`src/core/pdf_params.svh`:
```
`ifndef PDF_PARAMS_SVH
`define PDF_PARAMS_SVH

// ----------------------------------------
// Register byte addresses
// ----------------------------------------
`define PDF_ADDR_HI        8'hA1
`define PDF_ADDR_MID       8'hA2
`define PDF_ADDR_LO        8'hA3
`define PDF_RESET_VALUE    24'h000000

// ----------------------------------------
// Field positions
// ----------------------------------------
`define PDF_MODE_MSB       23
`define PDF_MODE_LSB       20
`define PDF_TYPE_BIT       19
`define PDF_POLAR_BIT      18
`define PDF_SEL_MSB        17
`define PDF_SEL_LSB        16
`define PDF_PERIOD_MSB     15
`define PDF_PERIOD_LSB     0
`define PDF_MODE_FRAME     4'hF

// ----------------------------------------
// Related clock select codes
// ----------------------------------------
`define PDF_SEL_A          2'h0
`define PDF_SEL_B          2'h1
`define PDF_SEL_C          2'h2

`endif

```
`src/core/pdf_pkg.sv`:
```
package pdf_pkg;

  // ----------------------------------------
  // Register image as fields
  // ----------------------------------------
  typedef struct packed {
    logic [3:0]  mode;
    logic        pulse_type;
    logic        polarity;
    logic [1:0]  rel_sel;
    logic [15:0] period;
  } pdf_setup_type;

  typedef enum logic [1:0] {
    PDF_IDLE  = 2'b00,
    PDF_DIV   = 2'b01,
    PDF_FRAME = 2'b10
  } pdf_state_type;

endpackage

```
`src/core/pdf_post_divider.sv`:
```
`timescale 1ns/10ps
`include "pdf_params.svh"

// Operation
// - Mode field all ones turns the output into a frame pulse set by the low twenty bits.
// - Any other mode value makes the whole 24-bit value a VCO divide ratio near 50% duty.
// - Frame pulses are spaced by the 16-bit period count of related-clock periods.
// - Select code 00 picks postdivider A, 01 picks B, 10 picks C, and 11 is reserved.
// - Each frame pulse is exactly one related-clock period wide for period counts above 1; a count of 1 holds it asserted.
// - Polarity bit 0 gives a regular pulse and 1 an inverted pulse.
// - Type bit 0 centres the frame boundary in the pulse, 1 puts it on the pulse edge.
// - Even ratios keep duty cycle within 45% to 55%; small odd ratios may stray.
module pdf_post_divider
  import pdf_pkg::*;
(
  // Clock and reset
  input  wire logic       CLK,
  input  wire logic       RESET_N,
  // Register access
  input  wire logic [7:0] REG_ADDR,
  input  wire logic [7:0] REG_WDATA,
  input  wire logic       REG_WR,
  input  wire logic       REG_RD,
  output logic      [7:0] REG_RDATA,
  // Clock sources
  input  wire logic       VCO_TICK,
  input  wire logic       RELATED_A,
  input  wire logic       RELATED_B,
  input  wire logic       RELATED_C,
  // Output stage
  output logic            OUT_D,
  output logic            FRAME_MODE
);

  // ----------------------------------------
  // Registers
  // ----------------------------------------
  logic [23:0]   setup_r;
  logic [23:0]   setup_nxt;
  logic [7:0]    rdata_r;
  logic [7:0]    rdata_nxt;
  pdf_setup_type cfg;
  logic [23:0]   div_cnt_r;
  logic [23:0]   div_cnt_nxt;
  logic [15:0]   frm_cnt_r;
  logic [15:0]   frm_cnt_nxt;
  logic          rel_prev_r;
  logic          rel_prev_nxt;
  logic          pulse_r;
  logic          pulse_nxt;
  logic          out_r;
  logic          out_nxt;
  logic          mode_r;
  logic          mode_nxt;
  pdf_state_type state_r;
  pdf_state_type state_nxt;
  logic          rel_clk;
  logic          rel_rise;
  logic          rel_fall;
  logic          rel_valid;
  logic [23:0]   half;
  logic [15:0]   last;

  assign cfg        = pdf_setup_type'(setup_r);
  assign REG_RDATA  = rdata_r;
  assign OUT_D      = out_r;
  assign FRAME_MODE = mode_r;

  // ----------------------------------------
  // Register file
  // ----------------------------------------
  always_comb
  begin
    setup_nxt = setup_r;
    rdata_nxt = rdata_r;
    if (REG_WR && REG_ADDR == `PDF_ADDR_HI)
      setup_nxt[23:16] = REG_WDATA;
    else if (REG_WR && REG_ADDR == `PDF_ADDR_MID)
      setup_nxt[15:8] = REG_WDATA;
    else if (REG_WR && REG_ADDR == `PDF_ADDR_LO)
      setup_nxt[7:0] = REG_WDATA;
    if (REG_RD && REG_ADDR == `PDF_ADDR_HI)
      rdata_nxt = setup_r[23:16];
    else if (REG_RD && REG_ADDR == `PDF_ADDR_MID)
      rdata_nxt = setup_r[15:8];
    else if (REG_RD && REG_ADDR == `PDF_ADDR_LO)
      rdata_nxt = setup_r[7:0];
    else if (REG_RD)
      rdata_nxt = 8'h00;
  end

  always_ff @(posedge CLK or negedge RESET_N)
  begin
    if (!RESET_N)
    begin
      setup_r <= `PDF_RESET_VALUE;
      rdata_r <= 8'h00;
    end
    else
    begin
      setup_r <= setup_nxt;
      rdata_r <= rdata_nxt;
    end
  end

  // ----------------------------------------
  // Related clock select and edges
  // ----------------------------------------
  always_comb
  begin
    rel_valid = 1'b1;
    if (cfg.rel_sel == `PDF_SEL_A)
      rel_clk = RELATED_A;
    else if (cfg.rel_sel == `PDF_SEL_B)
      rel_clk = RELATED_B;
    else if (cfg.rel_sel == `PDF_SEL_C)
      rel_clk = RELATED_C;
    else
    begin
      rel_clk   = 1'b0;
      rel_valid = 1'b0;
    end
  end

  assign rel_rise = rel_clk && !rel_prev_r;
  assign rel_fall = !rel_clk && rel_prev_r;
  assign half     = {1'b0, setup_r[23:1]};
  assign last     = cfg.period - 16'h0001;

  // ----------------------------------------
  // Divider and frame pulse
  // ----------------------------------------
  always_comb
  begin
    state_nxt    = state_r;
    div_cnt_nxt  = div_cnt_r;
    frm_cnt_nxt  = frm_cnt_r;
    pulse_nxt    = pulse_r;
    out_nxt      = out_r;
    rel_prev_nxt = rel_clk;
    mode_nxt     = (cfg.mode == `PDF_MODE_FRAME);
    if (cfg.mode == `PDF_MODE_FRAME)
      state_nxt = (rel_valid && cfg.period != 16'h0000) ? PDF_FRAME : PDF_IDLE;
    else
      state_nxt = (setup_r != 24'h000000) ? PDF_DIV : PDF_IDLE;
    case (state_r)
      PDF_DIV:
      begin
        frm_cnt_nxt = 16'h0000;
        pulse_nxt   = 1'b0;
        if (VCO_TICK)
        begin
          if (div_cnt_r >= setup_r - 24'h000001)
            div_cnt_nxt = 24'h000000;
          else
            div_cnt_nxt = div_cnt_r + 24'h000001;
        end
        // High for the first half; exact for even ratios
        if (setup_r == 24'h000001)
          out_nxt = VCO_TICK ? !out_r : out_r;
        else
          out_nxt = (div_cnt_r < half);
      end
      PDF_FRAME:
      begin
        div_cnt_nxt = 24'h000000;
        if (rel_rise)
        begin
          if (frm_cnt_r >= last)
            frm_cnt_nxt = 16'h0000;
          else
            frm_cnt_nxt = frm_cnt_r + 16'h0001;
        end
        if (cfg.pulse_type)
        begin
          // Boundary on the leading edge: rise to rise
          if (rel_rise)
            pulse_nxt = (frm_cnt_r >= last);
        end
        else if (rel_fall)
          // Boundary in the middle: fall to fall around it
          pulse_nxt = (frm_cnt_r >= last);
        out_nxt = pulse_nxt ^ cfg.polarity;
      end
      default:
      begin
        div_cnt_nxt = 24'h000000;
        frm_cnt_nxt = 16'h0000;
        pulse_nxt   = 1'b0;
        out_nxt     = (cfg.mode == `PDF_MODE_FRAME) ? cfg.polarity : 1'b0;
      end
    endcase
  end

  always_ff @(posedge CLK or negedge RESET_N)
  begin
    if (!RESET_N)
    begin
      state_r    <= PDF_IDLE;
      div_cnt_r  <= 24'h000000;
      frm_cnt_r  <= 16'h0000;
      rel_prev_r <= 1'b0;
      pulse_r    <= 1'b0;
      out_r      <= 1'b0;
      mode_r     <= 1'b0;
    end
    else
    begin
      state_r    <= state_nxt;
      div_cnt_r  <= div_cnt_nxt;
      frm_cnt_r  <= frm_cnt_nxt;
      rel_prev_r <= rel_prev_nxt;
      pulse_r    <= pulse_nxt;
      out_r      <= out_nxt;
      mode_r     <= mode_nxt;
    end
  end

endmodule

```
`config.mk`:
```
export PLATFORM = sky130hd
export DESIGN_NAME = pdf_post_divider
export DESIGN_NICKNAME = d
export VERILOG_FILES = /design/src/core/pdf_pkg.sv /design/src/core/pdf_post_divider.sv
export VERILOG_INCLUDE_DIRS = /design/src /design/src/core
export SDC_FILE = /design/constraint.sdc
export NUM_CORES = 1
export LEC_CHECK = 0
export ABC_AREA = 1
export BUFFER_PORTS_ARGS = -buffer_cell sky130_fd_sc_hd__buf_2
export CAP_MARGIN = 5
export CORE_MARGIN = 2
export CORE_UTILIZATION = 56
export DETAILED_ROUTE_END_ITERATION = 10
export PLACE_DENSITY = 0.77
export SYNTH_ARGS = -nofsm -noshare
export SYNTH_HDL_FRONTEND = slang
export SYNTH_SLANG_ARGS = --single-unit
```
`constraint.sdc`:
```
create_clock -name CLK -period 2.95 [get_ports CLK]
set_input_delay 0.1475 -clock CLK [delete_from_list [all_inputs] [get_ports CLK]]
set_output_delay 0.1475 -clock CLK [all_outputs]
set_load 0.05 [all_outputs]
```
## Yosys cells after proc, flatten, opt, wreduce, memory -nomap -nowiden

Index checks and enable logic that the tools add are counted.

| word-level totals | value |
|---|---|
| register bits after elaboration | 78 |
| bits of input ports | 24 |
| output and inout bits | 10 |

| cells by class | value |
|---|---|
| $add $sub $neg | 4 |
| $lt $le $gt $ge | 3 |
| equal/unequal tests | 12 |
| multiplexer cells | 28 |
| bitwise logic cells | 3 |
| reductions and logical operators | 18 |

Operators by type and width:

| cell | count |
|---|---|
| 24-bit 2-to-1 mux | 3 |
| 16-bit 2-to-1 mux | 3 |
| 8-bit 2-to-1 mux | 4 |
| 24-bit by 1-bit adder with 24-bit output, second input constant | 1 |
| 24-bit by 1-bit == test with 1-bit output, second input constant | 1 |
| 8-bit == test, second input constant | 3 |
| 24-bit greater-or-equal comparator | 1 |
| 24-bit by 23-bit less-than comparator with 1-bit output | 1 |
| 24-bit nonzero test | 1 |
| 24-bit by 1-bit subtractor with 24-bit output, second input constant | 1 |
| 16-bit by 1-bit adder with 16-bit output, second input constant | 1 |
| 16-bit greater-or-equal comparator | 1 |
| 16-bit nonzero test | 1 |
| 16-bit by 1-bit subtractor with 16-bit output, second input constant | 1 |
| 1-bit 2-to-1 mux | 15 |
| 1-bit logical AND | 9 |
| 2-bit by 1-bit == test with 1-bit output, second input constant | 2 |
| 2-bit == test, second input constant | 2 |
| 4-bit == test, second input constant | 1 |
| 2-bit 2-to-1 mux | 2 |
| 2-bit inequality test, second input constant | 2 |
| 4-bit nonzero test | 1 |
| 1-bit logical NOT | 3 |
| 3-bit inequality test, second input constant | 1 |
| other kinds (6) | 7 |

## Logic depth before layout (Yosys ltp)

| depth | value |
|---|---|
| word-level depth | 11 |
| depth in mapped cells | 24 |
| gate-level depth less buffers | 24 |

## Least setup slack after synthesis

No wires, ideal clock.

| timing | value |
|---|---|
| path type | flip-flop to flip-flop |
| start point | register setup_r[0], in the netlist cfg[0] |
| end point | register div_cnt_r[0] |
| setup time | 0.077 ns |
| arrival | 3.038 ns |
| data required time | 2.873 ns |
| slack | -0.165 ns |
| stages on the path, launching flop included | 16 |
| path buffers | 1 |
| period minus slack after synthesis | 3.115 ns |
| cell sequence | dfrtp_1 > inv_1 > nand3_2 > nor2_4 > nand4_1 > nor3_2 > nand4_1 > nor3_1 > xor2_1 > inv_1 > ha_1 > a2111o_1 > a31oi_1 > nand2_4 > buf_8 > a21oi_1 |

| on the way | value |
|---|---|
| longest elaborated chain between the ends | 5 |

Ends and longest elaborated chain:

| element | line | text |
|---|---|---|
| start: declaration | pdf_post_divider.sv:38 | `logic [23:0] setup_r;` |
| start signal: assignment | pdf_post_divider.sv:96 | `` setup_r <= `PDF_RESET_VALUE; `` |
| start signal: assignment | pdf_post_divider.sv:101 | `setup_r <= setup_nxt;` |
| 24-bit by 1-bit subtractor with 24-bit output | pdf_post_divider.sv:153 | `if (div_cnt_r >= setup_r - 24'h000001)` |
| 24-bit greater-or-equal comparator | pdf_post_divider.sv:153 |  |
| 24-bit 2-to-1 mux | pdf_post_divider.sv:153 |  |
| 24-bit 2-to-1 mux | pdf_post_divider.sv:151 | `if (VCO_TICK)` |
| 24-bit 2-to-1 mux | pdf_post_divider.sv:146 | `case (state_r)` |
| end signal: assignment | pdf_post_divider.sv:210 | `div_cnt_r <= div_cnt_nxt;` |
| end: declaration | pdf_post_divider.sv:43 | `logic [23:0] div_cnt_r;` |

No other way between the ends. The select of a mux whose other input is x is not followed.
A chain may end at the register's enable or synchronous reset.

## Worst setup path after layout

| timing | value |
|---|---|
| start point | register setup_r[0], in the netlist cfg[0] |
| end point | register frm_cnt_r[13] |

| on the way | value |
|---|---|
| longest elaborated chain between the ends | 5 |

Ends and longest elaborated chain:

| element | line | text |
|---|---|---|
| 16-bit by 1-bit subtractor with 16-bit output | pdf_post_divider.sv:128 | `assign last = cfg.period - 16'h0001;` |
| 16-bit greater-or-equal comparator | pdf_post_divider.sv:169 | `if (frm_cnt_r >= last)` |
| 16-bit 2-to-1 mux | pdf_post_divider.sv:169 |  |
| 16-bit 2-to-1 mux | pdf_post_divider.sv:167 | `if (rel_rise)` |
| 16-bit 2-to-1 mux | pdf_post_divider.sv:146 |  |
| end signal: assignment | pdf_post_divider.sv:211 | `frm_cnt_r <= frm_cnt_nxt;` |
| end: declaration | pdf_post_divider.sv:45 | `logic [15:0] frm_cnt_r;` |

No other way between the ends. The select of a mux whose other input is x is not followed.

==> flow_metrics.env <==
export IMPL_outcome="finished, violations left"
export IMPL_violations="negative setup slack"
export IMPL_std_cell_rows=37
export IMPL_drt_iter0_drc=461
export IMPL_tightest_slew_ns=1.02
export IMPL_htree_levels=3
export IMPL_fin_nets=938
export IMPL_avgRoutedWirePerCell_um=16.5
export IMPL_min_period_over_period_pct=104
export IMPL_fmaxAchievable_mhz=327
export IMPL_cts_tree="yes"
export IMPL_final_cells=990
export IMPL_post_route_min_period_ns=3.05
export IMPL_final_common_cell="nand2_1"
export IMPL_grt_pass1_vias=5670
export IMPL_die_area_um2=11300
export IMPL_clkSinkCount=78
export IMPL_die_y_um=106
export IMPL_synth_cells=748
export IMPL_avgSynthCellArea_um2=7.83
export IMPL_fin_area_um2=7140
export IMPL_area_delta_synth_final_pct=21.9
export IMPL_cap_viol_max_count=0
export IMPL_synth_nets=837
export IMPL_place_area_um2=6550
export IMPL_crit_path_end_kind="flop"
export IMPL_cts_inserted_buffers=9
export IMPL_core_area_um2=10200
export IMPL_top_usage_layer="met2"
export IMPL_peakVddDrop_mv=0.378
export IMPL_yosysUniqueCellTypes=45
export IMPL_final_cell_mix="163 x nand2_1, 103 x inv_1, 78 x dfrtp_1, 62 x ha_1, 62 x buf_4"
export IMPL_via_per_inst=5.67
export IMPL_num_vias=5613
export IMPL_diodes=0
export IMPL_clk_pin_slew_worst_paths_ns=0.09
export IMPL_post_route_drc_count=0
export IMPL_rsz0062_at_grt="true"
export IMPL_setup_viol_count_final=34
export IMPL_dp_cells=957
export IMPL_crit_fanout=7
export IMPL_drive_gt1_share_pct=22.5
export IMPL_worstPathRequired_ns=3.22
export IMPL_finalHoldViolations=0
export IMPL_grt_pass1_wl_mm=27.1
export IMPL_detail_route_antenna_nets=0
export IMPL_critical_path_class="flop to flop"
export IMPL_met3_usage_pct=6.07
export IMPL_clockRootBuffer="clkbuf_8"
export IMPL_use_met1_pct=39.7
export IMPL_hold_slack_ns=0.0984
export IMPL_start_util_pct=57.2
export IMPL_grt_overflow_total=0
export IMPL_cts_buffer_depth=2
export IMPL_die_width_um=106
export IMPL_slew_violations=0
export IMPL_clock_latency_ns=0.37
export IMPL_routed_wl_mm=16.4
export IMPL_p_leak_nw=3.47
export IMPL_dp_hpwl_mm=12.0
export IMPL_antenna_found_initial=0
export IMPL_ys_seq_area_share_pct=33.3
export IMPL_grt_max_degree=79
export IMPL_dr_pass1_iters=5
export IMPL_power_density_nw_per_um2=477
export IMPL_synth_seq_cells=78
export IMPL_min_path_type="input pin to flop"
export IMPL_synth_area_um2=5850
export IMPL_timing_final_ws_setup_ns=-0.104
export IMPL_cp_start_kind="flop"
export IMPL_fin_util_pct=69.7
export IMPL_io_pins=34
export IMPL_yosysWarnings=0
export IMPL_grt_usage_pct=30.5
export IMPL_port_buffers=33
export IMPL_cp_arrival_ns=3.33
export IMPL_gp_congestion=0.984
export IMPL_grt_use_met2_pct=49.5
export IMPL_max_slew_margin_pct=32.1
export IMPL_fin_skew_ns=0.00999
## final cells by class
type,instances,area [um2]
Clock buffer,10,128
Clock inverter,6,86.3
Fill cell,790,3100
Inverter,109,409
Multi-Input combinational cell,552,3710
Sequential cell,78,1950
Tap cell,136,170
Timing Repair Buffer,99,681
## cells by family (layout without fill, tap and decap cells)
family | after synthesis | after routing | synth area share, %
flip-flops | 78 | 78 | 33.3
adder cells (fa/ha/maj) | 65 | 65 | 13.9
buffers and inverters | 121 | 224 | 8.23
XOR/XNOR | 45 | 45 | 6.73
AND/OR/NAND/NOR | 310 | 313 | 24.8
AO/OA/AOI/OAI | 129 | 129 | 13.0
## worst max-delay path, cell delays in order, from the launching register on
cell	delay [ns]
dfrtp_1	0.39
inv_2	0.11
ha_2	0.20
nand2_2	0.08
nor2_4	0.16
nand4_1	0.13
nor2_1	0.13
xor2_1	0.26
ha_1	0.30
nand2_1	0.10
inv_1	0.04
nand3_1	0.06
inv_1	0.05
nand2_1	0.05
nand3b_1	0.10
nor2_1	0.05
nand2_1	0.12
nand4_4	0.13
inv_2	0.11
nand2_4	0.09
buf_4	0.17
o22ai_1	0.13
## report_power, final
part / switching, mW / internal (mW)
Clock: 0.432 / 0.476
Sequential: 0.0706 / 1.12
Combinational: 0.772 / 0.534
## cell usage after synthesis, drive strengths merged
| library cell | n | area share (%) |
|---|---|---|
| a2111o | 1 | 0.19 |
| a211oi | 4 | 0.51 |
| a21boi | 2 | 0.26 |
| a21o | 1 | 0.13 |
| a21oi | 26 | 2.2 |
| a221o | 2 | 0.34 |
| a221oi | 1 | 0.26 |
| a31oi | 2 | 0.21 |
| buf | 4 | 0.62 |
| clkbuf | 7 | 0.45 |
| dfrtp | 78 | 33 |
| dlygate4sd3 | 1 | 0.17 |
| ha | 65 | 14 |
| inv | 109 | 7.0 |
| nand2 | 174 | 12 |
| nand3 | 42 | 4.2 |
| nand3b | 1 | 0.13 |
| nand4 | 12 | 1.5 |
| nor2 | 53 | 4.2 |
| nor3 | 18 | 1.9 |
| nor3b | 2 | 0.53 |
| nor4 | 8 | 0.85 |
| o2111ai | 7 | 1.0 |
| o211ai | 2 | 0.26 |
| o21a | 2 | 0.26 |
| o21ai | 63 | 5.4 |
| o21bai | 2 | 0.26 |
| o221ai | 1 | 0.15 |
| o22ai | 11 | 1.2 |
| o32ai | 2 | 0.30 |
| xnor2 | 7 | 1.0 |
| xor2 | 38 | 5.7 |
## registers in the layout, summed over array words and instances (netlist names)
name	flops
OUT_D	1
state_r	2
frm_cnt_r	16
pulse_r	1
rel_prev_r	1
div_cnt_r	24
REG_RDATA	8
cfg	24
FRAME_MODE	1
## per-stage QoR
stage	power (mW)	setup TNS, ns	setup slack, ns
after global routing	3.60	-9.17	-0.306
after floorplan	1.90	-0.0610	-0.00786
after CTS	3.34	-1.44	-0.0895
after global placement	2.24	-1.99	-0.113
final	3.40	-1.94	-0.104
after detailed placement	2.27	-3.97	-0.201
## final timing paths
kind | from | endpoint | slack (ns) | cells after the start
max in group asynchronous | RESET_N | cfg[4]$_DFFE_PN0P_ | 1.80 | 2
setup reg to reg | cfg[0]$_DFFE_PN0P_ | frm_cnt_r[13]$_DFFE_PN0P_ | -0.10 | 21
setup / recovery | cfg[0]$_DFFE_PN0P_ | frm_cnt_r[13]$_DFFE_PN0P_ | -0.10 | 21
hold reg to reg | REG_RDATA[4]$_DFFE_PN0P_ | REG_RDATA[4]$_DFFE_PN0P_ | 0.53 | 1
min in group asynchronous | RESET_N | frm_cnt_r[4]$_DFFE_PN0P_ | 0.44 | 2
hold / removal | REG_WDATA[7] | cfg[7]$_DFFE_PN0P_ | 0.1 | 3
## what timing repair did
item | in CTS | in global routing
endpoints found under the hold margin | 78 | 0
setup buffers | 10 | 3
setup endpoints to repair | 35 | 41
pin swaps | 17 | 12
hold buffers | 1 | 0
resized for setup | 35 | 17
cloned | 3 | 0
## layer usage
metal / up-vias / routed length (um)
li1: 2701 / -
met1: 2610 / 6970
met2: 244 / 7620
met3: 58 / 1070
met4: 0 / 691
met5: - / 0
(Power assumes the default switching activity.)
